$ cat src/rtl/iprc_pkg.sv
/*
 * Package for the serial-error / PWM-fault-B priority register block.
 * Holds offsets, field positions, reset values and the bundled types.
 * Assumes a 32-bit classic Wishbone slave port with word addressing by byte.
 */
package iprc_pkg;

    // Register map
    localparam logic [7:0]  IPRC_PRIO_OFFSET   = 8'h00;  // Priority register, byte address
    localparam logic [7:0]  IPRC_STATUS_OFFSET = 8'h04;  // Effective level view, read only

    // Field positions inside the priority register
    localparam int          IPRC_S2_LSB        = 8;
    localparam int          IPRC_S1_LSB        = 4;
    localparam int          IPRC_FB_LSB        = 0;
    localparam int          IPRC_LVL_W         = 3;

    // Value after reset: each field powers up at level 4
    localparam logic [2:0]  IPRC_LVL_RESET     = 3'h4;
    localparam logic [2:0]  IPRC_LVL_OFF       = 3'h0;
    localparam logic [2:0]  IPRC_LVL_MAX       = 3'h7;

    // Mask of implemented bits
    localparam logic [15:0] IPRC_IMPL_MASK     = 16'h0777;

    // Source indices
    localparam int          IPRC_NSRC          = 3;

    // Per-source requests and presentation
    typedef struct packed {
        logic serial2_err;
        logic serial1_err;
        logic pwm_fault_b;
    } iprc_src_t;

    // Winner presented to the processor
    typedef struct packed {
        logic       valid;
        logic [1:0] src;
        logic [2:0] level;
    } iprc_win_t;

    // Field bundle
    typedef struct packed {
        logic [2:0] serial2_error_priority;
        logic [2:0] serial1_error_priority;
        logic [2:0] pwm_fault_b_priority;
    } iprc_prio_t;

endpackage : iprc_pkg

$ cat src/rtl/iprc_arbiter.sv
/*
 * Priority arbitration among the three sources governed by the register.
 * Assumes requests are synchronous to clk_i and fields come from the register.
 */
module iprc_arbiter
    import iprc_pkg::*;
(
    // Inputs
    input  wire iprc_pkg::iprc_prio_t prio_i,
    input  wire iprc_pkg::iprc_src_t  req_i,
    // Result
    output iprc_pkg::iprc_win_t       win_o
);

    // Compare a candidate against the best so far; level 0 never wins
    function automatic iprc_win_t pick(input iprc_win_t best, input logic r,
                                       input logic [2:0] lvl, input logic [1:0] id);
        iprc_win_t res;
        res = best;
        if (r && (lvl != IPRC_LVL_OFF) && (!best.valid || lvl > best.level)) begin
            res.valid = 1'b1;
            res.src   = id;
            res.level = lvl;                               // Code maps to its binary level
        end
        return res;
    endfunction

    // Ties go to the serial-2 source, then serial-1, then fault B
    always_comb begin
        iprc_win_t w;
        w     = '0;
        w     = pick(w, req_i.serial2_err, prio_i.serial2_error_priority, 2'h2);
        w     = pick(w, req_i.serial1_err, prio_i.serial1_error_priority, 2'h1);
        w     = pick(w, req_i.pwm_fault_b, prio_i.pwm_fault_b_priority, 2'h0);
        win_o = w;
    end

endmodule // iprc_arbiter

$ cat src/rtl/iprc_regblock.sv
/*
 * Interrupt priority register for serial error and PWM fault B sources,
 * with a classic Wishbone slave and registered arbitration result.
 * Assumes one clock, synchronous active-high reset, requests on clk_i.
 */
// The Wishbone slave port and the address map were left to the implementer.
module iprc_regblock
    import iprc_pkg::*;
(
    // Clock and reset
    input  wire logic                clk_i,
    input  wire logic                rst_i,
    // Wishbone slave
    input  wire logic                wb_cyc_i,
    input  wire logic                wb_stb_i,
    input  wire logic                wb_we_i,
    input  wire logic [7:0]          wb_adr_i,
    input  wire logic [3:0]          wb_sel_i,
    input  wire logic [31:0]         wb_dat_i,
    output logic      [31:0]         wb_dat_o,
    output logic                     wb_ack_o,
    // Interrupt sources and result
    input  wire iprc_pkg::iprc_src_t req_i,
    output iprc_pkg::iprc_prio_t     prio_o,
    output iprc_pkg::iprc_win_t      win_o
);
    import iprc_pkg::*;

    iprc_prio_t  prio_reg;
    iprc_prio_t  prio_next;
    logic        ack_reg;
    logic        ack_next;
    logic [31:0] dat_reg;
    logic [31:0] dat_next;
    iprc_win_t   win_reg;
    iprc_win_t   win_next;
    iprc_win_t   win_comb;
    logic        acc;

    // Pack the fields into their register image; other bits stay zero
    function automatic logic [15:0] image(input iprc_prio_t p);
        logic [15:0] v;
        v = 16'h0000;
        v[IPRC_S2_LSB +: IPRC_LVL_W] = p.serial2_error_priority;
        v[IPRC_S1_LSB +: IPRC_LVL_W] = p.serial1_error_priority;
        v[IPRC_FB_LSB +: IPRC_LVL_W] = p.pwm_fault_b_priority;
        return v & IPRC_IMPL_MASK;
    endfunction

    // A new access starts only when no ack is out, giving one-wait-state answers
    assign acc = wb_cyc_i && wb_stb_i && !ack_reg;

    // Register, ack and read data next-state
    always_comb begin
        prio_next = prio_reg;
        ack_next  = acc;
        dat_next  = dat_reg;
        if (acc && wb_we_i && wb_adr_i == IPRC_PRIO_OFFSET) begin
            // Byte lanes: sel[1] carries bits 10:8, sel[0] bits 6:0
            if (wb_sel_i[1]) begin
                prio_next.serial2_error_priority = wb_dat_i[IPRC_S2_LSB +: IPRC_LVL_W];
            end
            if (wb_sel_i[0]) begin
                prio_next.serial1_error_priority = wb_dat_i[IPRC_S1_LSB +: IPRC_LVL_W];
                prio_next.pwm_fault_b_priority   = wb_dat_i[IPRC_FB_LSB +: IPRC_LVL_W];
            end
        end
        if (acc && !wb_we_i) begin
            case (wb_adr_i)
                IPRC_PRIO_OFFSET:   dat_next = {16'h0000, image(prio_reg)};
                IPRC_STATUS_OFFSET: dat_next = {26'h000_0000, win_reg};
                default:            dat_next = 32'h0000_0000;            // Unmapped reads zero
            endcase
        end
    end

    always_ff @(posedge clk_i) begin
        if (rst_i) begin
            prio_reg <= '{IPRC_LVL_RESET, IPRC_LVL_RESET, IPRC_LVL_RESET};
            ack_reg  <= 1'b0;
            dat_reg  <= 32'h0000_0000;
        end else begin
            prio_reg <= prio_next;
            ack_reg  <= ack_next;
            dat_reg  <= dat_next;
        end
    end

    // Arbitration; registered so the result is glitch free to the core
    iprc_arbiter u_arb (
        .prio_i (prio_reg),
        .req_i  (req_i),
        .win_o  (win_comb)
    );

    always_comb begin
        win_next = win_comb;
    end

    always_ff @(posedge clk_i) begin
        if (rst_i) begin
            win_reg <= '0;
        end else begin
            win_reg <= win_next;
        end
    end

    assign wb_ack_o = ack_reg;
    assign wb_dat_o = dat_reg;
    assign prio_o   = prio_reg;
    assign win_o    = win_reg;

    // Checks
    write_s2_a: assert property (@(posedge clk_i) disable iff (rst_i)
        acc && wb_we_i && wb_adr_i == IPRC_PRIO_OFFSET && wb_sel_i[1]
        |=> prio_reg.serial2_error_priority == $past(wb_dat_i[10:8]))
        else $error("serial-2 field did not take write");
    write_s1_a: assert property (@(posedge clk_i) disable iff (rst_i)
        acc && wb_we_i && wb_adr_i == IPRC_PRIO_OFFSET && wb_sel_i[0]
        |=> prio_reg.serial1_error_priority == $past(wb_dat_i[6:4]))
        else $error("serial-1 field did not take write");
    write_fb_a: assert property (@(posedge clk_i) disable iff (rst_i)
        acc && wb_we_i && wb_adr_i == IPRC_PRIO_OFFSET && wb_sel_i[0]
        |=> prio_reg.pwm_fault_b_priority == $past(wb_dat_i[2:0]))
        else $error("fault B field did not take write");
    top_level_a: assert property (@(posedge clk_i) disable iff (rst_i)
        req_i.serial2_err && prio_reg.serial2_error_priority == 3'h7
        |=> win_reg.valid && win_reg.level == 3'h7)
        else $error("level 7 source not presented at 7");
    low_level_a: assert property (@(posedge clk_i) disable iff (rst_i)
        win_comb.valid && win_comb.level == 3'h1 |-> !(req_i.serial1_err
        && prio_reg.serial1_error_priority > 3'h1))
        else $error("level 1 beat a higher source");
    off_source_a: assert property (@(posedge clk_i) disable iff (rst_i)
        prio_reg.pwm_fault_b_priority == 3'h0 |-> !(win_comb.valid && win_comb.src == 2'h0))
        else $error("disabled source presented");
    read_zero_a: assert property (@(posedge clk_i) disable iff (rst_i)
        acc && !wb_we_i && wb_adr_i == IPRC_PRIO_OFFSET
        |=> wb_ack_o && (wb_dat_o & 32'hFFFF_F888) == 32'h0000_0000)
        else $error("unused bits read nonzero");
    ack_pulse_a: assert property (@(posedge clk_i) disable iff (rst_i)
        wb_ack_o |=> !wb_ack_o)
        else $error("ack held two cycles");

    // Reset puts every field at its power-up level and quiets the bus
    reset_value_a: assert property (@(posedge clk_i)
        rst_i |=> prio_o == {IPRC_LVL_RESET, IPRC_LVL_RESET, IPRC_LVL_RESET}
        && !wb_ack_o && wb_dat_o == 32'h0000_0000 && win_o == '0)
        else $error("state not at reset value after reset");

    // Every taken access is answered on the next edge, and nothing else is
    ack_answer_a: assert property (@(posedge clk_i) disable iff (rst_i)
        acc |=> wb_ack_o)
        else $error("taken access not acked next cycle");
    no_stray_ack_a: assert property (@(posedge clk_i) disable iff (rst_i)
        !acc |=> !wb_ack_o)
        else $error("ack without a taken access");

    // Fields move only on a write to the priority offset, lane by lane
    hold_fields_a: assert property (@(posedge clk_i) disable iff (rst_i)
        !(acc && wb_we_i && wb_adr_i == IPRC_PRIO_OFFSET) |=> $stable(prio_reg))
        else $error("fields changed without a write");
    lane_s2_hold_a: assert property (@(posedge clk_i) disable iff (rst_i)
        acc && wb_we_i && wb_adr_i == IPRC_PRIO_OFFSET && !wb_sel_i[1]
        |=> $stable(prio_reg.serial2_error_priority))
        else $error("serial-2 field changed with its lane off");
    lane_s1_hold_a: assert property (@(posedge clk_i) disable iff (rst_i)
        acc && wb_we_i && wb_adr_i == IPRC_PRIO_OFFSET && !wb_sel_i[0]
        |=> $stable(prio_reg.serial1_error_priority)
        && $stable(prio_reg.pwm_fault_b_priority))
        else $error("low fields changed with their lane off");

    // Priority reads carry the fields at their positions and zero elsewhere; status reads carry the winner
    read_image_a: assert property (@(posedge clk_i) disable iff (rst_i)
        acc && !wb_we_i && wb_adr_i == IPRC_PRIO_OFFSET
        |=> wb_dat_o == {21'h00_0000, $past(prio_reg.serial2_error_priority), 1'b0,
                         $past(prio_reg.serial1_error_priority), 1'b0,
                         $past(prio_reg.pwm_fault_b_priority)})
        else $error("priority read image wrong");
    status_read_a: assert property (@(posedge clk_i) disable iff (rst_i)
        acc && !wb_we_i && wb_adr_i == IPRC_STATUS_OFFSET
        |=> wb_dat_o == {26'h000_0000, $past(win_reg)})
        else $error("status read does not show the winner");

    // Arbitration: only enabled, requesting sources, highest level first
    win_nonzero_a: assert property (@(posedge clk_i) disable iff (rst_i)
        win_o.valid |-> win_o.level != IPRC_LVL_OFF)
        else $error("presented level is zero");
    win_highest_a: assert property (@(posedge clk_i) disable iff (rst_i)
        win_comb.valid |-> !(req_i.serial2_err && prio_reg.serial2_error_priority > win_comb.level)
        && !(req_i.serial1_err && prio_reg.serial1_error_priority > win_comb.level)
        && !(req_i.pwm_fault_b && prio_reg.pwm_fault_b_priority > win_comb.level))
        else $error("a higher level source lost");
    win_level_a: assert property (@(posedge clk_i) disable iff (rst_i)
        win_comb.valid |-> (win_comb.src == 2'h2 && req_i.serial2_err
            && win_comb.level == prio_reg.serial2_error_priority)
        || (win_comb.src == 2'h1 && req_i.serial1_err
            && win_comb.level == prio_reg.serial1_error_priority)
        || (win_comb.src == 2'h0 && req_i.pwm_fault_b
            && win_comb.level == prio_reg.pwm_fault_b_priority))
        else $error("presented level differs from the source code");
    win_present_a: assert property (@(posedge clk_i) disable iff (rst_i)
        (req_i.serial2_err && prio_reg.serial2_error_priority != IPRC_LVL_OFF)
        || (req_i.serial1_err && prio_reg.serial1_error_priority != IPRC_LVL_OFF)
        || (req_i.pwm_fault_b && prio_reg.pwm_fault_b_priority != IPRC_LVL_OFF)
        |-> win_comb.valid)
        else $error("enabled request not presented");
    idle_none_a: assert property (@(posedge clk_i) disable iff (rst_i)
        !req_i.serial2_err && !req_i.serial1_err && !req_i.pwm_fault_b |-> !win_comb.valid)
        else $error("winner without any request");
    s2_off_a: assert property (@(posedge clk_i) disable iff (rst_i)
        prio_reg.serial2_error_priority == IPRC_LVL_OFF
        |-> !(win_comb.valid && win_comb.src == 2'h2))
        else $error("disabled serial-2 source presented");
    s1_off_a: assert property (@(posedge clk_i) disable iff (rst_i)
        prio_reg.serial1_error_priority == IPRC_LVL_OFF
        |-> !(win_comb.valid && win_comb.src == 2'h1))
        else $error("disabled serial-1 source presented");
    win_src_a: assert property (@(posedge clk_i) disable iff (rst_i)
        win_comb.valid |-> win_comb.src != 2'h3)
        else $error("winner source code out of range");

endmodule // iprc_regblock

$ cat config.mk
export PLATFORM = sky130hd
export DESIGN_NAME = iprc_regblock
export DESIGN_NICKNAME = d
export VERILOG_FILES = /design/src/rtl/iprc_pkg.sv /design/src/rtl/iprc_arbiter.sv /design/src/rtl/iprc_regblock.sv
export SDC_FILE = /design/constraint.sdc
export NUM_CORES = 1
export LEC_CHECK = 0
export ABC_AREA = 1
export BUFFER_PORTS_ARGS = -buffer_cell sky130_fd_sc_hd__buf_4
export CAP_MARGIN = 20
export CELL_PAD_IN_SITES_DETAIL_PLACEMENT = 1
export CELL_PAD_IN_SITES_GLOBAL_PLACEMENT = 1
export CORE_ASPECT_RATIO = 0.75
export CORE_MARGIN = 10
export CORE_UTILIZATION = 30
export CTS_BUF_LIST = sky130_fd_sc_hd__clkbuf_16
export DETAILED_ROUTE_END_ITERATION = 8
export GPL_TIMING_DRIVEN = 0
export HOLD_SLACK_MARGIN = 0.02
export PLACE_DENSITY = 0.95
export SKIP_CTS_REPAIR_TIMING = 1
export SLEW_MARGIN = 20
export SYNTH_ARGS = -nofsm -noshare
export SYNTH_HDL_FRONTEND = slang
export SYNTH_HIERARCHICAL = 1
export SYNTH_SLANG_ARGS = --single-unit
export TNS_END_PERCENT = 50
$ cat constraint.sdc
create_clock -name clk_i -period 7.9 [get_ports clk_i]
set_clock_uncertainty 0.15 [all_clocks]
set_input_delay 0.395 -clock clk_i [delete_from_list [all_inputs] [get_ports clk_i]]
set_output_delay 0.395 -clock clk_i [all_outputs]
set_load 0.03 [all_outputs]
==> impl_metrics.tcl, run 1 <==
set metrics [dict create \
    outcome "complete, no violations" \
    cts_buffers 3 \
    wl_um 5608 \
    fin_crit_sh 0.3836 \
    antenna_found_initial 0 \
    root_buffer "clkbuf_16" \
    first_iter_violations 72 \
    peakVddDrop_mv 0.1067 \
    n_fill_cell 661 \
    grt.overflow.total 0 \
    finalMaxSlewViolations 0 \
    worst-setup-path-type "reg -> reg" \
    synth_edf_count 0 \
    cts_tree "done" \
    die_height_um 82.81 \
    setup.worst_path.start_class "flip-flop" \
    instances_no_fill 381 \
    grt_pass1_vias 1782 \
    finalCriticalPeriod_ns 3.031 \
    final.setup.tns_ns 0 \
    clock_latency_ns 0.26 \
    firstDrtPassIters 4 \
    fin_nets 368 \
    io_pins 100 \
    viasPerCell 4.365 \
    async_reset_ff_frac 0 \
    worstPathMaxFanout 5 \
    grt_pass1_wl_um 9135 \
    post_synth_num_cell_types 22 \
    drv_cap 0 \
    drc 0 \
    cts_buffer_depth 2 \
    dieArea_sq_um 8590 \
    dieWidth_um 103.7 \
    p_leak_nw 1.197 \
    routabilityCongestion 0.8428 \
    yosysSeqAreaShare 0.3299 \
    synth_ff_type "dfxtp_1" \
    path_clk_slew_ns 0.06 \
    htree_levels 1 \
    rsz0062_at_grt "false" \
    synthCells 233 \
    ant_nets 0 \
    clock.fmax_mhz 330.0 \
    hold_violations 0 \
    synth_area_leaders "dfxtp_1 33%, nand2_1 14%, buf_4 11%" \
    setup_viol 0 \
    startpoint "prio_o[8]" \
    hold_start "wb_dat_i[2]" \
    area_growth_pct 39.97 \
    cts_num_sinks 26 \
    start_util 0.3167 \
    drive_gt1_frac 0.3074 \
    ys_warn_count 6 \
    synthTopCellsByCount "57 x nand2_1, 31 x nand3_1, 28 x inv_1" \
    synth_top_area_frac 0.3299 \
    wire_per_inst_um 14.72 \
    critPathCaptureType "flip-flop" \
    r2r-start "prio_o[8]" \
    synth.ff_latch_count 26 \
    gr-usage-all-layers 0.1263 \
    hp-class "in -> reg" \
    cp.arrival_ns 3.02 \
    place_hpwl_um 4399 \
    rows 22 \
    yosysTopAreaCell "dfxtp_1" \
    dpl.cell_count 377 \
    synth_area_sq_um 1578 \
    worstPathRequired_ns 7.89 \
    vias 1663 \
    core_area_sq_um 4982 \
    synth.most_common_cell "nand2_1" \
    port_buffers 51 \
    p_per_area_nw_per_um2 143.5 \
    grt_max_degree 15 \
    antenna_cells 0 \
    synth.avg_cell_area_sq_um 6.772 \
]
==> path summary, 6_finish.rpt <==
kind                      end  slack (ns)  depth (start not counted)
setup / recovery     win_o[2]        4.87                         24
hold / removal      prio_o[2]        0.19                          3
setup reg to reg     win_o[2]        4.87                         24
hold reg to reg   wb_dat_o[8]        0.32                          2
==> sequential cells by signal, summed over array words and instances (netlist names) <==
name,cells
wb_ack_o,1
wb_dat_o,10
prio_o,9
win_o,6
==> cell families after synthesis <==
group                    after synthesis  share of synthesized area
buffers and inverters                 59                     0.2022
flip-flops                            26                     0.3299
adder cells (fa/ha/maj)                6                    0.04758
AO/OA/AOI/OAI                         11                    0.03648
AND/OR/NAND/NOR                      130                     0.3815
other                                  1                   0.002377
==> layout make-up <==
| class | count | area (sq um) | share of cell area |
|---|---|---|---|
| Multi-Input combinational cell | 169 | 817.0 | 0.3700 |
| Sequential cell | 26 | 520.5 | 0.2357 |
| Timing Repair Buffer | 51 | 382.9 | 0.1734 |
| Buffer | 27 | 198.9 | 0.09008 |
| Inverter | 32 | 120.1 | 0.05439 |
| Tap cell | 72 | 90.09 | 0.04079 |
| Clock buffer | 3 | 75.07 | 0.03399 |
| Clock inverter | 1 | 3.754 | 0.001700 |
==> cell usage in the layout (no fill, tap or decap), types with 6 or more instances in the layout <==
master / n
a21oi_1: 9
buf_4: 75
conb_1: 22
dfxtp_1: 26
ha_1: 6
inv_1: 28
nand2_1: 57
nand3_1: 31
nor2_1: 25
==> layer usage <==
| metal | GRT usage | share of wire |
|---|---|---|
| met5 | 0 | 0 |
| met4 | 0.01627 | 0.0045 |
| met3 | 0.03781 | 0.060 |
| met2 | 0.2323 | 0.51 |
| met1 | 0.1432 | 0.43 |
==> where the power goes <==
part	leakage [nW]	switching (W)	total, W	internal [W]
Combinational	0.947	0.0000438	0.0000704	0.0000266
Sequential	0.211	0.00000164	0.000135	0.000134
Clock	0.0385	0.0000433	0.000111	0.0000677
==> critical path, cell delays in order (launching register included) <==
cell and delay, ns:
dfxtp_1 0.43, nor2_1 0.06, nand2_1 0.07, nand2_2 0.07, inv_2 0.09, nand2_1 0.09
ha_1 0.30, nand3_1 0.08, nand2_1 0.08, nand2_1 0.08, nand2_4 0.10, nand2_4 0.06
nand2_1 0.09, nand2_1 0.09, ha_1 0.32, a21oi_1 0.16, o21ai_1 0.09, nand2_1 0.07
nand2_1 0.06, nand2_2 0.09, inv_2 0.07, nand2_1 0.05, nand2_1 0.06, inv_1 0.06
nor2_1 0.03
==> stage by stage <==
step	power (W)	hold WS (ns)	utilization	cell area, sq um	worst slack, ns
floorplan	0.0001855	0.3582	-	1657	5.099
global placement	0.0002048	0.3055	0.4274	2130	5.062
detailed placement	0.0002068	0.3130	0.4274	2130	4.913
CTS	0.0003186	0.1900	0.4432	2208	4.870
global route	0.0003314	0.1941	0.4432	2208	4.543
finish	0.0003169	0.1926	0.4432	2208	4.869
No activity file was read; power rests on OpenSTA's default activity.
==> run 2: changes to the inputs <==
--- a/config.mk
+++ b/config.mk
@@ -5,19 +5,19 @@
 export SDC_FILE = /design/constraint.sdc
 export NUM_CORES = 1
 export LEC_CHECK = 0
-export ABC_AREA = 1
+export ABC_AREA = 0
 export BUFFER_PORTS_ARGS = -buffer_cell sky130_fd_sc_hd__buf_4
 export CAP_MARGIN = 20
 export CELL_PAD_IN_SITES_DETAIL_PLACEMENT = 1
 export CELL_PAD_IN_SITES_GLOBAL_PLACEMENT = 1
 export CORE_ASPECT_RATIO = 0.75
 export CORE_MARGIN = 10
-export CORE_UTILIZATION = 30
+export CORE_UTILIZATION = 28
 export CTS_BUF_LIST = sky130_fd_sc_hd__clkbuf_16
 export DETAILED_ROUTE_END_ITERATION = 8
 export GPL_TIMING_DRIVEN = 0
 export HOLD_SLACK_MARGIN = 0.02
-export PLACE_DENSITY = 0.95
+export PLACE_DENSITY = 0.89
 export SKIP_CTS_REPAIR_TIMING = 1
 export SLEW_MARGIN = 20
 export SYNTH_ARGS = -nofsm -noshare
==> constraint.sdc (replaced) <==
create_clock -name clk_i -period 3 [get_ports clk_i]
set_clock_uncertainty 0.15 [all_clocks]
set_input_delay 0.15 -clock clk_i [delete_from_list [all_inputs] [get_ports clk_i]]
set_output_delay 0.15 -clock clk_i [all_outputs]
set_load 0.03 [all_outputs]
==> run 2 against run 1 <==
The flow now finishes with violations (setup timing). Design area grew 12%. Synthesized cell count decreased by 30%. Die area up 0.27%. Core utilization up 4.9 points. Sequential power rose to 2.6 times the previous value. Power increased to 2.9 times the previous value. Sequential share of layout area is 1.8 points lower. Count of clock-buffer cells in the layout did not move. Final cell count down 14%. Wire length increased by 2.3%. Setup slack worse by 5.0 ns. Area after synthesis is 6.3% lower. Critical endpoint is now win_o[1]. Largest cell class unchanged.
==> impl_metrics.tcl, run 2 <==
set metrics [dict create \
    p_per_area_nw_per_um2 376.7 \
    fin_util 0.4925 \
    synth_top_area_frac 0.3522 \
    synth.avg_cell_area_sq_um 9.121 \
    routabilityCongestion 0.7362 \
    gr-usage-all-layers 0.1106 \
    p_comb_frac 0.205 \
    drc 0 \
    rows 22 \
    firstDrtPassIters 4 \
    grt_max_degree 16 \
    path_clk_slew_ns 0.07 \
    root_buffer "clkbuf_16" \
    crit_path_cell_trace "nand2_4 -> ha_4 -> a21oi_4 -> o21ai_4 -> and3b_2 -> o22ai_2 -> inv_2 -> ha_4 -> nor2b_4 -> o21ai_2 -> a32oi_2 -> o21bai_4 -> mux2_4 -> nor2b_1" \
    p_leak_nw 1.191 \
    yosysTopAreaCell "dfxtp_1" \
    place_hpwl_um 3932 \
    worst-setup-path-type "reg -> reg" \
    ant_nets 0 \
    cts_buffer_depth 2 \
    fin_nets 316 \
    synth.ff_latch_count 26 \
    setup.worst_path.start_class "flip-flop" \
    hp-class "in -> reg" \
    rsz0062_at_grt "true" \
    maxSlewHeadroom 0.5917 \
    critPathCaptureType "flip-flop" \
    clock_latency_ns 0.26 \
    finalCriticalPeriod_ns 3.092 \
    slowest_delay_ns 0.37 \
    port_buffers 52 \
    synth.most_common_cell "dfxtp_1" \
    p_seq_frac 0.375 \
    power_w 0.0009295 \
    vias 1497 \
    grt.overflow.total 0 \
    violations "setup timing" \
    synth_edf_count 0 \
    wl_um 5737 \
    synthCells 162 \
    cts_tree "done" \
    io_pins 100 \
    start_util 0.2950 \
    synth_area_leaders "dfxtp_1 35%, buf_4 11%, ha_1 5.1%" \
    swShare 0.2495 \
    dieWidth_um 103.9 \
    peakVddDrop_mv 0.1604 \
    first_iter_violations 70 \
    antenna_cells 0 \
    dieArea_sq_um 8613 \
    antenna_found_initial 0 \
    wire_per_inst_um 17.44 \
    cp.arrival_ns 3.07 \
    core_area_sq_um 5010 \
    slowest_stage "dfxtp_4" \
    worst_slack_ns -0.09247 \
    worst_slew_pin_slew_ns 0.6124 \
    drive_gt1_frac 0.4864 \
    worstPathMaxFanout 5 \
    grt_pass1_wl_um 7976 \
    grt_pass1_vias 1509 \
    htree_levels 1 \
    synth_ff_type "dfxtp_1" \
    viasPerCell 4.550 \
    n_fill_cell 580 \
    drv_cap 0 \
    area_growth_pct 66.98 \
    fin_crit_sh 1.031 \
    final_cell_mix "83 x buf_4, 22 x conb_1, 20 x dfxtp_1" \
    outcome "finished with violations" \
    critPathMostFrequentCell "ha_4" \
    synth_area_sq_um 1478 \
    power.switching_w 0.0002319 \
    yosysSeqAreaShare 0.3522 \
    p_clk_frac 0.420 \
    finalMaxSlewViolations 0 \
    post_synth_num_cell_types 37 \
    clock.fmax_mhz 323.4 \
    hold_violations 0 \
    die_height_um 82.91 \
    cts_buffers 3 \
    synthTopCellsByCount "26 x dfxtp_1, 22 x buf_4, 20 x nand2_1" \
    cts_num_sinks 26 \
    worstPathRequired_ns 2.98 \
    async_reset_ff_frac 0 \
    largest_register_ff_count 10 \
    p_int_w 0.0006976 \
    setup_viol 3 \
    ys_warn_count 6 \
    final_common_cell "buf_4" \
]
-- run 2: cell types whose count changed in the layout (fill, tap and decap cells not counted), moves of 8 or more --
cell	before	now
dlygate4sd3_1	0	9
nand2_1	57	16
nor2_1	25	13
buf_4	75	83
inv_1	28	9
a22oi_1	0	9
nand3_1	31	0
a21oi_1	9	1
-- run 2: final cells by class --
cell class,instances,area (sq um),area share
plain buffers,25,176.4,0.07150
clock buffers,3,75.07,0.03043
clock inverters,1,30.03,0.01217
inverters,10,37.54,0.01521
multi-input cells,122,972.2,0.3940
flip-flops and latches,26,538.0,0.2181
well taps,72,90.09,0.03651
repair buffers,70,548.0,0.2221
-- run 2: stage by stage --
step | cells | hold WS [ns] | TNS, ns | cell area, sq um | worst slack, ns
after CTS | 311 | -0.03104 | -1.343 | 2146 | -0.3327
after global placement | 307 | 0.2291 | -0.2634 | 2041 | -0.09610
after floorplan | 183 | 0.07161 | 0 | 1560 | 0.003837
after detailed placement | 307 | 0.2319 | -0.9000 | 2041 | -0.2527
after global routing | 329 | 0.08287 | -0.7683 | 2467 | -0.2054
final | 329 | 0.07489 | -0.2605 | 2467 | -0.09247
-- run 2: cell families (layout without fill, tap and decap cells) --
group	count (synthesis)	in the layout	share of synthesized area
muxes	9	9	0.07113
other	1	22	0.002538
AOI/OAI and AO/OA	25	25	0.1524
adders and majority gates	6	6	0.05080
buffers and inverters	35	109	0.1448
and+or+nand+nor	60	60	0.2261
DFF	26	26	0.3522
-- run 2: critical path, delay by kind of cell (launching register included) --
family                     cells  cell delay, ns
and+or+nand+nor                4            0.56
buffers and inverters          1            0.07
DFF                            1            0.37
muxes                          1            0.32
AOI/OAI and AO/OA              6            0.97
adders and majority gates      2            0.51
-- run 2: worst paths after layout --
kind                                   from     endpoint  slack (ns)  cells past startpoint
worst max-delay path              prio_o[8]     win_o[1]       -0.09                     14
worst min-delay path            wb_dat_i[2]    prio_o[2]        0.07                      4
worst max register to register    prio_o[8]     win_o[1]       -0.09                     14
worst min register to register     win_o[2]  wb_dat_o[2]        0.29                      2
-- run 2: power by group through the flow --
stage | Clock, W | Combinational (W) | Sequential, W
after global placement | 0 | 0.000149 | 0.000360
after CTS | 0.000393 | 0.000155 | 0.000352
after detailed placement | 0 | 0.000153 | 0.000360
after floorplan | 0 | 0.0000958 | 0.000368
final | 0.000390 | 0.000191 | 0.000348
after global routing | 0.000417 | 0.000203 | 0.000349
-- run 2: routing by layer --
metal | track usage | vias up | wire, um
met5 | 0 | - | 0
met4 | 0.02753 | 0 | 293
met3 | 0.03395 | 22 | 342
met2 | 0.1906 | 60 | 2792
met1 | 0.1300 | 703 | 2309
li1 | - | 712 | -
==> run 3: changes to the inputs <==
--- a/config.mk
+++ b/config.mk
@@ -18,6 +18,7 @@
 export GPL_TIMING_DRIVEN = 0
 export HOLD_SLACK_MARGIN = 0.02
 export PLACE_DENSITY = 0.89
+export RECOVER_POWER = 100
 export SKIP_CTS_REPAIR_TIMING = 1
 export SLEW_MARGIN = 20
 export SYNTH_ARGS = -nofsm -noshare
==> run 3 against run 2 <==
The flow still finishes with violations (setup timing). Wire length grew 0.42%. Global-route usage is the same. Setup slack lost 0.0032 ns. Highest routed layer unchanged. Via count is essentially flat. Critical endpoint unchanged.
==> impl_metrics.tcl, run 3 (synthesized netlist as in run 2, its figures left out) <==
set metrics [dict create \
    slowest_stage "dfxtp_4" \
    drc 0 \
    whs_ns 0.07234 \
    htree_levels 1 \
    cts_buffer_depth 2 \
    worst_slew_pin_slew_ns 0.6211 \
    grt_pass1_vias 1509 \
    worstPathRequired_ns 2.98 \
    final-seq-area_sq_um 538.0 \
    io_pins 100 \
    routabilityCongestion 0.7362 \
    whs_path_depth 4 \
    dpl.cell_count 307 \
    worst_slack_ns -0.09568 \
    clock_latency_ns 0.26 \
    antenna_found_initial 0 \
    cp.arrival_ns 3.08 \
    dieWidth_um 103.9 \
    root_buffer "clkbuf_16" \
    final_cell_mix "64 x buf_4, 22 x clkbuf_1, 22 x conb_1" \
    hp-class "in -> reg" \
    peakVddDrop_mv 0.1601 \
    grt_max_degree 16 \
    grt_pass1_wl_um 7976 \
    ant_nets 0 \
    hold_violations 0 \
    use_met2 0.1906 \
    rows 22 \
    setup_viol 3 \
    setup.worst_path.start_class "flip-flop" \
    dieArea_sq_um 8613 \
    gr-usage-met3 0.03395 \
    core_area_sq_um 5010 \
    cts_buffers 3 \
    cts_num_sinks 26 \
    finalCriticalPeriod_ns 3.096 \
    place_hpwl_um 3932 \
    area_growth_pct 62.15 \
    critPathCaptureType "flip-flop" \
    p_per_area_nw_per_um2 386.8 \
    grt.overflow.total 0 \
    largest_register_ff_count 10 \
    power_w 0.0009268 \
    outcome "finished with violations" \
    first_iter_violations 67 \
    reg2regPathDepth 14 \
    grtUsageMet1 0.1300 \
    worstPathMaxFanout 5 \
    clock.fmax_mhz 323.0 \
    cts_tree "done" \
    wl_um 5761 \
    fin_crit_sh 1.032 \
    viasPerCell 4.553 \
    slowest_delay_ns 0.37 \
    gr-usage-all-layers 0.1106 \
    start_util 0.2950 \
    firstDrtPassIters 4 \
    die_height_um 82.91 \
    multiInputGateArea_sq_um 972.2 \
    top_usage_layer "met2" \
    vias 1498 \
    drive_gt1_frac 0.4125 \
    wire_per_inst_um 17.51 \
    violations "setup timing" \
    path_clk_slew_ns 0.07 \
    final_common_cell "buf_4" \
    fin_nets 316 \
    n_fill_cell 588 \
    drv_cap 0 \
    maxSlewHeadroom 0.5859 \
    instances_no_fill 329 \
    port_buffers 52 \
    rrSetupSlack_ns -0.1 \
    finalMaxSlewViolations 0 \
    antenna_cells 0 \
    crit_path_cell_trace "nand2_4 -> ha_4 -> a21oi_4 -> o21ai_4 -> and3b_2 -> o22ai_2 -> inv_2 -> ha_4 -> nor2b_4 -> o21ai_2 -> a32oi_2 -> o21bai_4 -> mux2_4 -> nor2b_1" \
    rsz0062_at_grt "true" \
    worst-setup-path-type "reg -> reg" \
    critPathMostFrequentCell "ha_4" \
    fin_util 0.4783 \
    p_leak_nw 1.113 \
]
## run 3: cell count changes in the layout (fill, tap and decap cells not counted)
cell	change
clkbuf_1	+19
buf_4	-19
## run 3: final cells by class
class                   instances  area share
plain buffers                  25     0.07363
clock buffers                   3     0.03133
clock inverters                 1     0.01253
inverters                      10     0.01567
multi-input cells             122      0.4057
flip-flops and latches         26      0.2245
well taps                      72     0.03760
repair buffers                 70      0.1990
## run 3: routing by layer
layer	wire length [um]	part of all wire
met1	2292	0.40
met2	2820	0.49
met3	390	0.068
met4	257	0.045
met5	0	0
## run 3: stage by stage
step | instance area (sq um) | setup TNS [ns] | setup WS [ns]
2_1_floorplan | 1560 | 0 | 0.003837
3_3_place_gp | 2041 | -0.2634 | -0.09610
3_5_place_dp | 2041 | -0.9000 | -0.2527
4_1_cts | 2146 | -1.343 | -0.3327
5_1_grt | 2396 | -0.7683 | -0.2054
6_report | 2396 | -0.2646 | -0.09568
## run 3: critical path: cells and delay by family, from the launching register on
| family | cells | cell delay [ns] |
|---|---|---|
| and+or+nand+nor | 4 | 0.56 |
| adders and majority gates | 2 | 0.51 |
| buffers and inverters | 1 | 0.07 |
| DFF | 1 | 0.37 |
| muxes | 1 | 0.32 |
| AOI/OAI and AO/OA | 6 | 0.96 |
## run 3: power breakdown
part	total, W	switching (W)	internal, W
Sequential	0.000348	0.00000249	0.000346
Clock	0.000391	0.000125	0.000266
Combinational	0.000188	0.000105	0.0000828
## run 3: final timing paths
check                                  start     endpoint
worst max register to register     prio_o[8]     win_o[1]
worst max-delay path               prio_o[8]     win_o[1]
worst min register to register      win_o[2]  wb_dat_o[2]
worst min-delay path            wb_dat_i[10]    prio_o[8]
